==> src/verilog/ext_alu_pkg.sv <==
`default_nettype none
// =====================================================================
// Shared types and constants of the extended memory ALU.
package ext_alu_pkg;

    // Datapath widths.
    localparam int DATA_W = 8;
    localparam int ADDR_W = 12;
    localparam int BIT_W  = 3;
    localparam int NIB_W  = 4;

    // Constant operand values and reset values.
    localparam logic [DATA_W-1:0] BYTE_ONES  = 8'hff;
    localparam logic [DATA_W-1:0] BYTE_ONE   = 8'h01;
    localparam logic [DATA_W-1:0] BYTE_ZERO  = 8'h00;
    localparam logic [DATA_W-1:0] ACC_RESET  = 8'h00;
    localparam logic [ADDR_W-1:0] ADDR_RESET = 12'h000;

    // Operation codes presented by the instruction decoder.
    typedef enum logic [4:0] {
        OP_NONE              = 5'h00,
        OP_OR_TO_ACC         = 5'h01,
        OP_OR_TO_MEM         = 5'h02,
        OP_ROTATE_LEFT       = 5'h03,
        OP_ROTATE_LEFT_ACC   = 5'h04,
        OP_ROTATE_LEFT_CARRY = 5'h05,
        OP_ROTATE_LEFT_C_ACC = 5'h06,
        OP_ROTATE_RIGHT      = 5'h07,
        OP_ROTATE_RIGHT_ACC  = 5'h08,
        OP_ROTATE_RIGHT_CARRY= 5'h09,
        OP_ROTATE_RIGHT_C_ACC= 5'h0a,
        OP_SUBTRACT_BORROW   = 5'h0b,
        OP_SUBTRACT_BORROW_M = 5'h0c,
        OP_SUBTRACT_PLAIN    = 5'h0d,
        OP_SUBTRACT_PLAIN_M  = 5'h0e,
        OP_DECREMENT_SKIP    = 5'h0f,
        OP_DECREMENT_SKIP_A  = 5'h10,
        OP_INCREMENT_SKIP    = 5'h11,
        OP_INCREMENT_SKIP_A  = 5'h12,
        OP_SET_BYTE          = 5'h13,
        OP_SET_BIT           = 5'h14,
        OP_SKIP_NONZERO      = 5'h15,
        OP_SWAP_NIBBLES      = 5'h16
    } op_t;

    // Status flags kept by the datapath.
    typedef struct packed {
        logic overflow_flag;
        logic zero_flag;
        logic half_carry_flag;
        logic carry_flag;
        logic signed_carry_flag;
        logic combined_zero_flag;
    } flags_t;

    localparam flags_t FLAGS_RESET = '0;

    // One instruction request with the operand already read from memory.
    typedef struct packed {
        logic              valid;
        op_t               op;
        logic [BIT_W-1:0]  bit_sel;
        logic [ADDR_W-1:0] addr;
        logic [DATA_W-1:0] mem_data;
    } req_t;

    // Write back towards data memory.
    typedef struct packed {
        logic              wr;
        logic [ADDR_W-1:0] addr;
        logic [DATA_W-1:0] data;
    } mem_wr_t;

    // Sequencer states.
    typedef enum logic [0:0] {
        ST_RUN   = 1'b0,
        ST_DUMMY = 1'b1
    } seq_state_t;

endpackage
`default_nettype wire

==> src/verilog/extended_memory_alu_ops.sv <==
`timescale 1ns/100ps
`default_nettype none
// What this block does
// (RL1) OR accumulator with memory byte into accumulator or memory; only zero flag changes.
// (RL2) Rotate memory byte left, bit seven into bit zero, flags untouched.
// (RL3) Accumulator rotate forms write accumulator only, flags as memory forms.
// (RL4) Rotate left through carry: carry into bit zero, bit seven into carry.
// (RL5) Rotate right, bit zero into bit seven, flags untouched.
// (RL6) Rotate right through carry: carry into bit seven, bit zero into carry.
// (RL7) Accumulator minus byte minus inverted carry; six arithmetic flags updated.
// (RL8) Accumulator minus byte without borrow; same six flags updated.
// (RL9) After subtraction carry is cleared when negative, set when zero or positive.
// (RL10) Decrement byte, write back, skip when new value is zero; flags untouched.
// (RL11) A taken skip inserts one dummy cycle, making two instruction cycles.
// (RL12) Accumulator forms of decrement and increment skip write accumulator only.
// (RL13) Increment byte, write back, skip when new value is zero; flags untouched.
// (RL14) Set byte writes all ones to memory; flags untouched.
// (RL15) Set bit forces only the selected bit to one; flags untouched.
// (RL16) Skip when byte is nonzero; no flag or data changes.
// (RL17) Swap the two nibbles of the byte in place; flags untouched.
// (RL18) All operands and results are bytes with bit seven most significant.
module extended_memory_alu_ops (
    // Clock and reset.
    input  wire logic                 sys_clk,
    input  wire logic                 reset_n,
    // Instruction request from the decoder.
    input  wire ext_alu_pkg::req_t    req,
    output logic                      req_ready,
    // Direct load of accumulator and flags by the rest of the core.
    input  wire logic                 load_en,
    input  wire logic [7:0]           load_acc,
    input  wire ext_alu_pkg::flags_t  load_flags,
    // Architectural state.
    output logic [7:0]                acc_out,
    output ext_alu_pkg::flags_t       flags_out,
    // Data memory write back.
    output ext_alu_pkg::mem_wr_t      mem_wr,
    // Sequencing towards the fetch logic.
    output logic                      skip_taken,
    output logic                      dummy_cycle,
    output logic                      op_done
);

    // =================================================================
    // State
    typedef struct packed {
        ext_alu_pkg::seq_state_t state;
        logic                    ready;
        logic [7:0]              acc;
        ext_alu_pkg::flags_t     flags;
        ext_alu_pkg::mem_wr_t    mem;
        logic                    skip;
        logic                    dummy;
        logic                    done;
    } state_t;

    state_t cur_reg;
    state_t cur_next;

    // Values of the instruction taken in this cycle.
    logic                take;
    logic [7:0]          operand;
    logic [7:0]          result;
    logic                to_mem;
    logic                to_acc;
    logic                skip_now;
    ext_alu_pkg::flags_t flags_new;

    // Rotator and subtractor hookups.
    logic       rot_left;
    logic       rot_carry;
    logic [7:0] rot_result;
    logic       rot_carry_out;
    logic       sub_borrow;
    logic [7:0] sub_result;
    logic       sub_no_borrow;
    logic       sub_no_half;
    logic       sub_overflow;

    // =================================================================
    // Arithmetic units
    rotate_unit #(
        .WIDTH (ext_alu_pkg::DATA_W)
    ) u_rotate (
        .data_in       (operand),
        .carry_in      (cur_reg.flags.carry_flag),
        .shift_left    (rot_left),
        .through_carry (rot_carry),
        .data_out      (rot_result),
        .carry_out     (rot_carry_out)
    );

    sub_unit #(
        .WIDTH (ext_alu_pkg::DATA_W)
    ) u_sub (
        .minuend        (cur_reg.acc),
        .subtrahend     (operand),
        .borrow_in      (sub_borrow),
        .diff           (sub_result),
        .no_borrow      (sub_no_borrow),
        .no_half_borrow (sub_no_half),
        .overflow       (sub_overflow)
    );

    // =================================================================
    // Operation decode and result selection
    // A request is taken only in the run state with ready shown.
    always_comb begin
        take       = req.valid && cur_reg.ready && (cur_reg.state == ext_alu_pkg::ST_RUN);
        operand    = req.mem_data; // RL18
        result     = operand;
        to_mem     = 1'b0;
        to_acc     = 1'b0;
        skip_now   = 1'b0;
        flags_new  = cur_reg.flags;
        rot_left   = 1'b0;
        rot_carry  = 1'b0;
        sub_borrow = 1'b0;
        case (req.op)
            ext_alu_pkg::OP_OR_TO_ACC, ext_alu_pkg::OP_OR_TO_MEM: begin
                result              = cur_reg.acc | operand; // RL1
                to_acc              = (req.op == ext_alu_pkg::OP_OR_TO_ACC);
                to_mem              = ~to_acc;
                flags_new.zero_flag = (result == ext_alu_pkg::BYTE_ZERO);
            end
            ext_alu_pkg::OP_ROTATE_LEFT, ext_alu_pkg::OP_ROTATE_LEFT_ACC: begin
                rot_left = 1'b1;
                result   = rot_result; // RL2
                to_acc   = (req.op == ext_alu_pkg::OP_ROTATE_LEFT_ACC); // RL3
                to_mem   = ~to_acc;
            end
            ext_alu_pkg::OP_ROTATE_LEFT_CARRY, ext_alu_pkg::OP_ROTATE_LEFT_C_ACC: begin
                rot_left             = 1'b1;
                rot_carry            = 1'b1;
                result               = rot_result;
                flags_new.carry_flag = rot_carry_out; // RL4
                to_acc               = (req.op == ext_alu_pkg::OP_ROTATE_LEFT_C_ACC); // RL3
                to_mem               = ~to_acc;
            end
            ext_alu_pkg::OP_ROTATE_RIGHT, ext_alu_pkg::OP_ROTATE_RIGHT_ACC: begin
                result = rot_result; // RL5
                to_acc = (req.op == ext_alu_pkg::OP_ROTATE_RIGHT_ACC); // RL3
                to_mem = ~to_acc;
            end
            ext_alu_pkg::OP_ROTATE_RIGHT_CARRY, ext_alu_pkg::OP_ROTATE_RIGHT_C_ACC: begin
                rot_carry            = 1'b1;
                result               = rot_result;
                flags_new.carry_flag = rot_carry_out; // RL6
                to_acc               = (req.op == ext_alu_pkg::OP_ROTATE_RIGHT_C_ACC); // RL3
                to_mem               = ~to_acc;
            end
            ext_alu_pkg::OP_SUBTRACT_BORROW, ext_alu_pkg::OP_SUBTRACT_BORROW_M,
            ext_alu_pkg::OP_SUBTRACT_PLAIN, ext_alu_pkg::OP_SUBTRACT_PLAIN_M: begin
                sub_borrow = ((req.op == ext_alu_pkg::OP_SUBTRACT_BORROW)
                           || (req.op == ext_alu_pkg::OP_SUBTRACT_BORROW_M))
                           & ~cur_reg.flags.carry_flag; // RL7
                result     = sub_result; // RL8
                to_mem     = (req.op == ext_alu_pkg::OP_SUBTRACT_BORROW_M)
                          || (req.op == ext_alu_pkg::OP_SUBTRACT_PLAIN_M);
                to_acc     = ~to_mem;
                flags_new.overflow_flag     = sub_overflow;
                flags_new.zero_flag         = (sub_result == ext_alu_pkg::BYTE_ZERO);
                flags_new.half_carry_flag   = sub_no_half;
                flags_new.carry_flag        = sub_no_borrow; // RL9
                flags_new.signed_carry_flag = sub_overflow ^ sub_result[7];
                // With borrow the combined zero keeps a multi-byte zero chain.
                if ((req.op == ext_alu_pkg::OP_SUBTRACT_BORROW)
                    || (req.op == ext_alu_pkg::OP_SUBTRACT_BORROW_M)) begin
                    flags_new.combined_zero_flag = cur_reg.flags.combined_zero_flag
                                                 & flags_new.zero_flag;
                end else begin
                    flags_new.combined_zero_flag = flags_new.zero_flag;
                end
            end
            ext_alu_pkg::OP_DECREMENT_SKIP, ext_alu_pkg::OP_DECREMENT_SKIP_A: begin
                result   = operand - ext_alu_pkg::BYTE_ONE; // RL10
                to_acc   = (req.op == ext_alu_pkg::OP_DECREMENT_SKIP_A); // RL12
                to_mem   = ~to_acc;
                skip_now = (result == ext_alu_pkg::BYTE_ZERO);
            end
            ext_alu_pkg::OP_INCREMENT_SKIP, ext_alu_pkg::OP_INCREMENT_SKIP_A: begin
                result   = operand + ext_alu_pkg::BYTE_ONE; // RL13
                to_acc   = (req.op == ext_alu_pkg::OP_INCREMENT_SKIP_A); // RL12
                to_mem   = ~to_acc;
                skip_now = (result == ext_alu_pkg::BYTE_ZERO);
            end
            ext_alu_pkg::OP_SET_BYTE: begin
                result = ext_alu_pkg::BYTE_ONES; // RL14
                to_mem = 1'b1;
            end
            ext_alu_pkg::OP_SET_BIT: begin
                result = operand | (ext_alu_pkg::BYTE_ONE << req.bit_sel); // RL15
                to_mem = 1'b1;
            end
            ext_alu_pkg::OP_SKIP_NONZERO: begin
                skip_now = (operand != ext_alu_pkg::BYTE_ZERO); // RL16
            end
            ext_alu_pkg::OP_SWAP_NIBBLES: begin
                result = {operand[ext_alu_pkg::NIB_W-1:0], operand[7:ext_alu_pkg::NIB_W]}; // RL17
                to_mem = 1'b1;
            end
            default: begin
                result = operand;
            end
        endcase
    end

    // =================================================================
    // Sequencer and architectural registers
    // A taken skip parks the block for one dummy cycle before done.
    always_comb begin
        cur_next       = cur_reg;
        cur_next.mem.wr = 1'b0;
        cur_next.skip  = 1'b0;
        cur_next.dummy = 1'b0;
        cur_next.done  = 1'b0;
        case (cur_reg.state)
            ext_alu_pkg::ST_DUMMY: begin
                cur_next.state = ext_alu_pkg::ST_RUN;
                cur_next.ready = 1'b1;
                cur_next.done  = 1'b1; // RL11
            end
            default: begin
                if (take) begin
                    cur_next.flags = flags_new;
                    if (to_acc) begin
                        cur_next.acc = result;
                    end
                    cur_next.mem.wr   = to_mem;
                    cur_next.mem.addr = req.addr;
                    cur_next.mem.data = result;
                    if (skip_now) begin
                        cur_next.skip  = 1'b1;
                        cur_next.dummy = 1'b1; // RL11
                        cur_next.ready = 1'b0;
                        cur_next.state = ext_alu_pkg::ST_DUMMY;
                    end else begin
                        cur_next.done = 1'b1;
                    end
                end else if (load_en) begin
                    cur_next.acc   = load_acc;
                    cur_next.flags = load_flags;
                end
            end
        endcase
    end

    // Register the whole state.
    always_ff @(posedge sys_clk or negedge reset_n) begin
        if (!reset_n) begin
            cur_reg.state     <= ext_alu_pkg::ST_RUN;
            cur_reg.ready     <= 1'b1;
            cur_reg.acc       <= ext_alu_pkg::ACC_RESET;
            cur_reg.flags     <= ext_alu_pkg::FLAGS_RESET;
            cur_reg.mem.wr    <= 1'b0;
            cur_reg.mem.addr  <= ext_alu_pkg::ADDR_RESET;
            cur_reg.mem.data  <= ext_alu_pkg::BYTE_ZERO;
            cur_reg.skip      <= 1'b0;
            cur_reg.dummy     <= 1'b0;
            cur_reg.done      <= 1'b0;
        end else begin
            cur_reg <= cur_next;
        end
    end

    // Outputs come straight from the state register.
    assign req_ready   = cur_reg.ready;
    assign acc_out     = cur_reg.acc;
    assign flags_out   = cur_reg.flags;
    assign mem_wr      = cur_reg.mem;
    assign skip_taken  = cur_reg.skip;
    assign dummy_cycle = cur_reg.dummy;
    assign op_done     = cur_reg.done;

    // =================================================================
    // Checks
    or_result_a: assert property (@(posedge sys_clk) disable iff (!reset_n) // RL1
        take && (req.op == ext_alu_pkg::OP_OR_TO_MEM) |=>
        mem_wr.wr && (mem_wr.data == ($past(acc_out) | $past(req.mem_data)))
        && (flags_out.carry_flag == $past(flags_out.carry_flag)))
        else $error("OR to memory wrote a wrong byte or touched carry.");

    rotate_left_a: assert property (@(posedge sys_clk) disable iff (!reset_n) // RL2
        take && (req.op == ext_alu_pkg::OP_ROTATE_LEFT) |=>
        (mem_wr.data == {$past(req.mem_data[6:0]), $past(req.mem_data[7])})
        && $stable(flags_out))
        else $error("Left rotate result or flags wrong.");

    acc_rotate_a: assert property (@(posedge sys_clk) disable iff (!reset_n) // RL3
        take && (req.op == ext_alu_pkg::OP_ROTATE_RIGHT_ACC) |=>
        !mem_wr.wr && (acc_out == {$past(req.mem_data[0]), $past(req.mem_data[7:1])}))
        else $error("Accumulator rotate wrote memory or gave a wrong value.");

    carry_left_a: assert property (@(posedge sys_clk) disable iff (!reset_n) // RL4
        take && (req.op == ext_alu_pkg::OP_ROTATE_LEFT_CARRY) |=>
        (flags_out.carry_flag == $past(req.mem_data[7]))
        && (mem_wr.data[0] == $past(flags_out.carry_flag)))
        else $error("Carry did not pass through the left rotate.");

    carry_right_a: assert property (@(posedge sys_clk) disable iff (!reset_n) // RL6
        take && (req.op == ext_alu_pkg::OP_ROTATE_RIGHT_C_ACC) |=>
        (flags_out.carry_flag == $past(req.mem_data[0]))
        && (acc_out[7] == $past(flags_out.carry_flag)))
        else $error("Carry did not pass through the right rotate.");

    sub_carry_a: assert property (@(posedge sys_clk) disable iff (!reset_n) // RL9
        take && (req.op == ext_alu_pkg::OP_SUBTRACT_PLAIN) |=>
        (flags_out.carry_flag == ($past(acc_out) >= $past(req.mem_data)))
        && (acc_out == 8'($past(acc_out) - $past(req.mem_data))))
        else $error("Subtraction result or inverted borrow wrong.");

    skip_dummy_a: assert property (@(posedge sys_clk) disable iff (!reset_n) // RL11
        skip_taken |-> dummy_cycle && !req_ready ##1 op_done && req_ready && !dummy_cycle)
        else $error("Taken skip did not last exactly two cycles.");

    dec_skip_a: assert property (@(posedge sys_clk) disable iff (!reset_n) // RL10
        take && (req.op == ext_alu_pkg::OP_DECREMENT_SKIP) |=>
        mem_wr.wr && (skip_taken == ($past(req.mem_data) == ext_alu_pkg::BYTE_ONE)))
        else $error("Decrement skip decision wrong.");

    inc_acc_a: assert property (@(posedge sys_clk) disable iff (!reset_n) // RL12
        take && (req.op == ext_alu_pkg::OP_INCREMENT_SKIP_A) |=>
        !mem_wr.wr && (acc_out == 8'($past(req.mem_data) + 8'h01)))
        else $error("Accumulator increment skip wrote memory or a wrong value.");

    set_bit_a: assert property (@(posedge sys_clk) disable iff (!reset_n) // RL15
        take && (req.op == ext_alu_pkg::OP_SET_BIT) |=>
        mem_wr.data[$past(req.bit_sel)] && $stable(flags_out))
        else $error("Selected bit was not set.");

    nonzero_skip_a: assert property (@(posedge sys_clk) disable iff (!reset_n) // RL16
        take && (req.op == ext_alu_pkg::OP_SKIP_NONZERO) |=>
        !mem_wr.wr && $stable(acc_out)
        && (skip_taken == ($past(req.mem_data) != 8'h00)))
        else $error("Skip if nonzero decided wrongly or changed data.");

    swap_nibble_a: assert property (@(posedge sys_clk) disable iff (!reset_n) // RL17
        take && (req.op == ext_alu_pkg::OP_SWAP_NIBBLES) |=>
        (mem_wr.data == {$past(req.mem_data[3:0]), $past(req.mem_data[7:4])}))
        else $error("Nibble swap result wrong.");

endmodule // extended_memory_alu_ops
`default_nettype wire

==> src/verilog/rotate_unit.sv <==
`timescale 1ns/100ps
`default_nettype none
// =====================================================================
// One-place rotate, plain or through the carry.
module rotate_unit #(
    parameter int WIDTH = 8
) (
    // Operand and carry.
    input  wire logic [WIDTH-1:0] data_in,
    input  wire logic             carry_in,
    // Direction and carry mode.
    input  wire logic             shift_left,
    input  wire logic             through_carry,
    // Result.
    output logic [WIDTH-1:0]      data_out,
    output logic                  carry_out
);

    // The bit leaving one end enters the other end or the carry.
    always_comb begin
        if (shift_left) begin
            data_out  = {data_in[WIDTH-2:0], through_carry ? carry_in : data_in[WIDTH-1]}; // RL2 RL4
            carry_out = data_in[WIDTH-1];
        end else begin
            data_out  = {through_carry ? carry_in : data_in[0], data_in[WIDTH-1:1]}; // RL5 RL6
            carry_out = data_in[0];
        end
    end

endmodule // rotate_unit
`default_nettype wire

==> src/verilog/sub_unit.sv <==
`timescale 1ns/100ps
`default_nettype none
// =====================================================================
// Subtractor giving inverted borrows and signed overflow.
module sub_unit #(
    parameter int WIDTH = 8
) (
    // Operands.
    input  wire logic [WIDTH-1:0] minuend,
    input  wire logic [WIDTH-1:0] subtrahend,
    input  wire logic             borrow_in,
    // Result and raw flags.
    output logic [WIDTH-1:0]      diff,
    output logic                  no_borrow,
    output logic                  no_half_borrow,
    output logic                  overflow
);

    localparam int HALF = WIDTH / 2;

    logic [WIDTH:0] full;
    logic [HALF:0]  low;

    // Carry reads as an inverted borrow, from the whole byte and the low nibble.
    always_comb begin
        full = {1'b0, minuend} - {1'b0, subtrahend} - {{WIDTH{1'b0}}, borrow_in};
        low  = {1'b0, minuend[HALF-1:0]} - {1'b0, subtrahend[HALF-1:0]} - {{HALF{1'b0}}, borrow_in};
        diff           = full[WIDTH-1:0];
        no_borrow      = ~full[WIDTH]; // RL9
        no_half_borrow = ~low[HALF];
        overflow       = (minuend[WIDTH-1] ^ subtrahend[WIDTH-1])
                       & (minuend[WIDTH-1] ^ full[WIDTH-1]);
    end

endmodule // sub_unit
`default_nettype wire

==> config.mk <==
export PLATFORM = sky130hd
export DESIGN_NAME = extended_memory_alu_ops
export DESIGN_NICKNAME = d
export VERILOG_FILES = /design/src/verilog/ext_alu_pkg.sv /design/src/verilog/extended_memory_alu_ops.sv /design/src/verilog/rotate_unit.sv /design/src/verilog/sub_unit.sv
export SDC_FILE = /design/constraint.sdc
export NUM_CORES = 1
export LEC_CHECK = 0
export BUFFER_PORTS_ARGS = -buffer_cell sky130_fd_sc_hd__buf_2
export CORE_ASPECT_RATIO = 0.6
export CORE_MARGIN = 2
export CORE_UTILIZATION = 40
export CTS_BUF_LIST = sky130_fd_sc_hd__clkbuf_16
export DETAILED_ROUTE_END_ITERATION = 12
export GPL_TIMING_DRIVEN = 0
export PLACE_DENSITY = 0.69
export SYNTH_ARGS = -nofsm -noshare
export SYNTH_HDL_FRONTEND = slang
export SYNTH_SLANG_ARGS = --single-unit
==> constraint.sdc <==
create_clock -name sys_clk -period 3.3 [get_ports sys_clk]
set_input_delay 0.165 -clock sys_clk [delete_from_list [all_inputs] [get_ports sys_clk]]
set_output_delay 0.165 -clock sys_clk [all_outputs]
set_load 0.005 [all_outputs]
==> results of run 1 <==
worst max-delay path: stages:
cell,delay (ps)
buf_2,120
buf_4,170
buf_2,250
clkbuf_4,270
nor3_1,80
o21ai_1,270
fa_1,500
ha_1,210
o21ai_0,230
a32o_2,290
xor2_2,260
a2bb2oi_1,200
a31o_1,250
a31oi_1,120
routing by layer:
layer,vias to the layer above,wire length [um],global-route usage
li1,2000,-,-
met1,2102,7261,0.4440
met2,272,5975,0.4016
met3,28,1872,0.09488
met4,0,226,0.05109
met5,-,0,0
what timing repair did:
item                       in CTS  in global routing
pin swaps                       0                  3
gates resized for setup         1                 14
setup endpoints to repair       2                 17
layout make-up:
type,instances,area [um^2],area share
Clock buffer,5,125.1,0.02628
Sequential cell,38,952.2,0.2000
Antenna cell,1,2.502,0.0005256
Inverter,28,105.1,0.02208
Timing Repair Buffer,83,415.4,0.08725
Clock inverter,3,68.82,0.01445
Buffer,35,196.4,0.04126
Tap cell,130,162.7,0.03417
Multi-Input combinational cell,398,2733,0.5740
synth_stat cells, types with 6 or more instances:
cell	number	area, um^2
nand3_1	12	60.06
and2_1	6	37.54
nor2_1	33	123.9
nand2b_1	7	43.79
buf_4	7	52.55
nor3_1	12	60.06
xnor2_1	14	122.6
nand4_1	10	62.56
a31oi_1	9	56.30
ha_1	25	312.8
o21ai_0	18	90.09
o22ai_1	8	50.05
clkbuf_1	12	45.04
inv_1	26	97.59
a21oi_1	23	115.1
nand2_1	75	281.5
buf_2	12	60.06
xor2_1	8	70.07
a21o_1	10	75.07
dfrtp_1	37	925.9
registers in the layout (all words and copies together), names as in the netlist:
| signal | cells |
|---|---|
| op_done | 1 |
| acc_out | 8 |
| req_ready | 1 |
| flags_out | 6 |
| mem_wr | 21 |
| dummy_cycle | 1 |
report_power, final:
group / switching (uW) / total [uW] / internal, uW
clock network: 195 / 629 / 434
logic: 364 / 585 / 222
registers: 15.8 / 498 / 482
placed cells by master, fill, tap and decap left out, drive strengths merged, types with 4 or more instances in the layout:
cell     instances
buf            105
nand2           75
dfrtp           37
nor2            35
inv             28
ha              25
a21oi           23
o21ai           23
clkbuf          18
xnor2           15
nor3            14
nand3           12
nand4           10
a21o            10
a31oi            9
o22ai            8
xor2             8
nand2b           7
a221oi           7
and2             6
o31ai            6
o21a             5
or3              5
o211ai           5
o31a             5
a22o             5
mux2             5
a2111oi          5
a211oi           4
and3             4
or2              4
stage by stage:
step                instance area [um^2]  total power (uW)  hold slack, ps  utilization
finish                              4761              1712          -9.403       0.5088
global route                        4758              1795           45.13       0.5085
CTS                                 4702              1672           8.365       0.5025
detailed placement                  4508              1034           318.8       0.4817
global placement                    4508              1029           312.9       0.4817
floorplan                           3930             846.4          -130.6            -
cell families after synthesis:
logic type | synth area share
buffers and inverters | 0.07736
flip-flops | 0.2423
multiplexers | 0.01942
AO/OA/AOI/OAI | 0.2783
XOR/XNOR | 0.05317
adder cells (fa/ha/maj) | 0.09742
AND/OR/NAND/NOR | 0.2321
worst paths after layout:
kind | end | slack (ps) | cells past startpoint
hold reg to reg | mem_wr[8] | 470 | 2
hold / removal | flags_out[3] | -9 | 1
max in group asynchronous | mem_wr[6] | 2760 | 1
setup reg to reg | acc_out[5] | 350 | 11
setup / recovery | acc_out[5] | 70 | 14
min in group sys_clk | mem_wr[13] | 70 | 3
==> impl_metrics.ini, run 1 <==
[status]
run_status = finished with violations
violations_in_the_final_reports = negative hold slack

[drt]
detail_route.drc_violations = 0
via_per_inst = 6.105
violation_count_after_the_first_detailed_route_iteration = 489
avgRoutedWirePerCell_um = 21.27
dr_total_vias = 4402
final_antenna_net_count = 0
route.final.wire_length_um = 15340
drt-pass1-iter-count = 5

[place]
place.detailed.instances = 713
place.port_buffers = 83
dpl_worst_slack_ps = -329.7
dp_hpwl_um = 12180
gp_congestion = 0.9731

[synthesis]
synthesis.area_per_instance_um2 = 7.860
edff_count_synth = 0
synth_top_flop_cell = dfrtp_1
synth.lib_cells_used.distinct = 76
syn_inst = 500
synthArstFlopShare = 1.000
seq_cells_post_synth = 38
synthesis.area_mm2 = 0.003930
syn-num-nets = 573
synth_seq_area_share = 0.2423
ys_warn_count = 0

[setup_path]
critical_path_arrival_ps = 3390
critical_path.max_fanout = 10
crit_required_ps = 3460
worstReg2RegStart = flags_out[2]
critPathCaptureType = flop
worst-setup-path-type = in2reg
setup.worst_path.start_class = primary input
crit_path_start = req[23]

[global_route]
grt_overflow_total = 0
antenna_found_initial = 0
first_global_vias = 4155
grt_start_max_net_pins = 39
gr-usage-all-layers = 0.2926
grt_first_pass_wirelength_um = 23980

[pwr]
power_density_mw_per_mm2 = 359.7
p_leak_uw = 0.002273
vdd.ir_drop.worst_v = 0.0002419

[floorplan]
rows = 27
ios = 85
starting_density_of_the_core = 0.4200
die-width_um = 132.0
die_height_um = 80.78
core_mm2 = 0.009358
floorplan.die_area_mm2 = 0.01066

[timing]
timing.clock.skew_ps = 5.499
report.final.hold_viol_count = 13
worst_pin_slew_ps = 856.7
final-setup-viol-count = 0
unrepaired_setup_endpoints_after_global_routing = yes
fin_crit_share = 0.9786
relSlewSlack = 0.4229
worst_slack_ps = 70.74
fmax_mhz = 309.7
finalCriticalPeriod_ps = 3229
final-max-slew-violation-count = 0
worst_hold_slack_ps = -9.403
fin_setup_tns_ps = 0

[clocking]
clockBufferDepth = 2
clock-root-buffer = clkbuf_16
post-cts-setup-buffer-count = 0
cts.htree.levels = 2
cts.reportedPaths.clkPinSlew_ps = 60
worst_skew_late_latency_ps = 290
cts_sinks = 38
cts_hold_repair.buffers = 0
tritoncts = yes
cts-buffers-inserted = 5

[cells_and_area]
finalNetCount = 662
fillers = 907
layout-drive-gt1-share = 0.2390
final_cells = 721
area.growth.synth_to_final_pct = 21.14

[run]
cap_viol_max_count = 0

[worst_hold_path]
holdCritPathClass = in2async
Power figures use the tool's default switching activity.
==> run 2: changes to the inputs <==
--- a/config.mk
+++ b/config.mk
@@ -8,11 +8,11 @@
 export BUFFER_PORTS_ARGS = -buffer_cell sky130_fd_sc_hd__buf_2
 export CORE_ASPECT_RATIO = 0.6
 export CORE_MARGIN = 2
-export CORE_UTILIZATION = 40
+export CORE_UTILIZATION = 30
 export CTS_BUF_LIST = sky130_fd_sc_hd__clkbuf_16
 export DETAILED_ROUTE_END_ITERATION = 12
 export GPL_TIMING_DRIVEN = 0
-export PLACE_DENSITY = 0.69
+export PLACE_DENSITY = 0.56
 export SYNTH_ARGS = -nofsm -noshare
 export SYNTH_HDL_FRONTEND = slang
 export SYNTH_SLANG_ARGS = --single-unit
==> run 2 against run 1 <==
Compared with the run above:
- the run still ends with negative hold slack left
- fmax up 2.0%
- clock skew down 2.0 ps
- sequential cell count unchanged
- core utilization down 14 points
- critical path depth down 1
- non-clock buffer count unchanged
- critical endpoint is now flags_out[0]
- largest power group is now combinational cells
- highest routed layer unchanged
==> impl_metrics.ini, run 2 (same netlist as run 1, synthesis figures left out) <==
[global_route]
grt_first_pass_wirelength_um = 23690
antenna_found_initial = 0
grt_overflow_total = 0
first_global_vias = 4009
grt_start_max_net_pins = 39
gr-usage-all-layers = 0.2218

[timing]
worst_pin_slew_ps = 891.7
report.final.hold_viol_count = 3
final-setup-viol-count = 0
finalCriticalPeriod_ps = 3167
relSlewSlack = 0.4044
timing.clock.skew_ps = 3.496
worst_hold_slack_ps = -2.629
fin_crit_share = 0.9597
final-max-slew-violation-count = 0
fmax_mhz = 315.8

[floorplan]
die-width_um = 151.8
rows = 32
starting_density_of_the_core = 0.3067
core_mm2 = 0.01281
die_height_um = 92.66
floorplan.die_area_mm2 = 0.01406
ios = 85

[clocking]
clockBufferDepth = 2
cts_hold_repair.buffers = 0
cts.htree.levels = 2
cts-buffers-inserted = 5
tritoncts = yes
cts_sinks = 38
worst_skew_late_latency_ps = 280
cts.reportedPaths.clkPinSlew_ps = 50
clock-root-buffer = clkbuf_16
post-cts-setup-buffer-count = 0

[place]
placedInstanceArea_mm2 = 0.004558
gp_congestion = 1.007
dp_hpwl_um = 12290
place.port_buffers = 83

[setup_path]
worst-setup-path-type = in2reg
reg2regPathDepth = 9
crit_required_ps = 3500
regToRegSetupSlack_ps = 400
crit_path_largest_cell_delay_ps = 480
setup.worst_path.start_class = primary input
critical_path.max_fanout = 10
critical_path_cell_sequence = buf_2 -> buf_4 -> buf_2 -> clkbuf_4 -> nor3_1 -> o21ai_1 -> fa_1 -> fa_1 -> xnor2_1 -> or4_1 -> nor3_1 -> nand4_1 -> a31oi_1
slowest_stage = or4_1
crit-reg2reg-capture = flags_out[0]
worstReg2RegStart = flags_out[2]
critical_path_arrival_ps = 3370
critPathCaptureType = flop

[pwr]
power.share.switching = 0.3619
seq_power_share = 0.329
power_density_mw_per_mm2 = 321.8
total_net_switching_power_uw = 549.7
p_leak_uw = 0.002244
vdd.ir_drop.worst_v = 0.0002096
power_report.internal_total_uw = 969.0
clockPowerShare = 0.303
p_comb_frac = 0.367

[cells_and_area]
final_core_utilization = 0.3684
largest_register_ff_count = 21
insertedDiodeCount = 0
leading_cell_types_in_the_layout_fill_and_taps_excluded = buf_2 (93), nand2_1 (75), dfrtp_1 (37), nor2_1 (33), inv_1 (26)
finalNetCount = 662
area.growth.synth_to_final_pct = 20.09
post-route-cell-area_mm2 = 0.004720
fillers = 1400
mostFrequentLayoutCell = buf_2
layout-drive-gt1-share = 0.2271

[drt]
via_per_inst = 5.772
detail_route.drc_violations = 0
avgRoutedWirePerCell_um = 20.18
dr_total_vias = 4387
final_antenna_net_count = 0
route.final.wire_length_um = 15340
violation_count_after_the_first_detailed_route_iteration = 596
drt-pass1-iter-count = 5

[status]
violations_in_the_final_reports = negative hold slack
run_status = finished with violations

[worst_hold_path]
holdCritPathClass = in2async

[run]
cap_viol_max_count = 0
[run 2: cell types whose count changed in the layout (fill, tap and decap cells not counted), sizes merged]
cell,previous run,this run
clkinv,1,2
clkinvlp,0,1
bufinv,2,0
diode,1,0
[run 2: worst max path at each step]
stage                     startpoint            to  slack, ps  cells after the start
after global placement       req[23]    acc_out[5]       -340                     14
after floorplan              req[23]  flags_out[1]        450                     14
after global routing         req[23]  flags_out[0]         -3                     13
after detailed placement     req[25]     mem_wr[6]       -300                     14
final                        req[23]  flags_out[0]        130                     13
after CTS                    req[25]    acc_out[5]         30                     16
[run 2: area by class of cell]
type | instances | area, um^2 | area share
multi-input cells | 398 | 2696 | 0.5713
flip-flops and latches | 38 | 952.2 | 0.2017
repair buffers | 83 | 415.4 | 0.08802
well taps | 170 | 212.7 | 0.04507
plain buffers | 35 | 196.4 | 0.04162
clock buffers | 5 | 125.1 | 0.02651
inverters | 28 | 105.1 | 0.02227
clock inverters | 3 | 16.27 | 0.003446
[run 2: layer usage]
layer | up-vias | GRT usage | routed length, um
met5 | - | 0 | 0
met1 | 2115 | 0.3571 | 7447
li1 | 2001 | - | -
met2 | 261 | 0.2958 | 5954
met4 | 0 | 0.01543 | 97
met3 | 10 | 0.06404 | 1841
[run 2: what timing repair did]
action	CTS	global route
gates resized for setup	1	7
endpoints found under the setup margin	2	14
hold endpoints to repair	0	0
gates cloned	0	0
[run 2: power groups by stage]
stage                     registers [uW]  logic [uW]  clock network, uW
final                                500         558                461
after global routing                 502         609                488
after floorplan                      504         343                  0
after detailed placement             508         528                  0
after global placement               507         525                  0
after CTS                            499         532                470
[run 2: metrics by stage]
stage | instances | TNS [ps] | hold WS (ps) | power [uW] | setup slack [ps]
floorplan | 500 | 0 | -130.6 | 846.4 | 445.6
global placement | 753 | -3380 | 317.2 | 1032 | -337.6
detailed placement | 753 | -2794 | 329.6 | 1036 | -299.8
CTS | 761 | 0 | 28.92 | 1502 | 30.91
global route | 760 | -3.048 | 70.83 | 1599 | -3.048
finish | 760 | 0 | -2.629 | 1519 | 133.2
[run 2: critical path, delay by kind of cell]
kind / cells / cell delay [ps]
AO/OA/AOI/OAI: 2 / 270
XOR/XNOR: 1 / 170
adder cells (fa/ha/maj): 2 / 850
buffers and inverters: 4 / 700
AND/OR/NAND/NOR: 4 / 1180
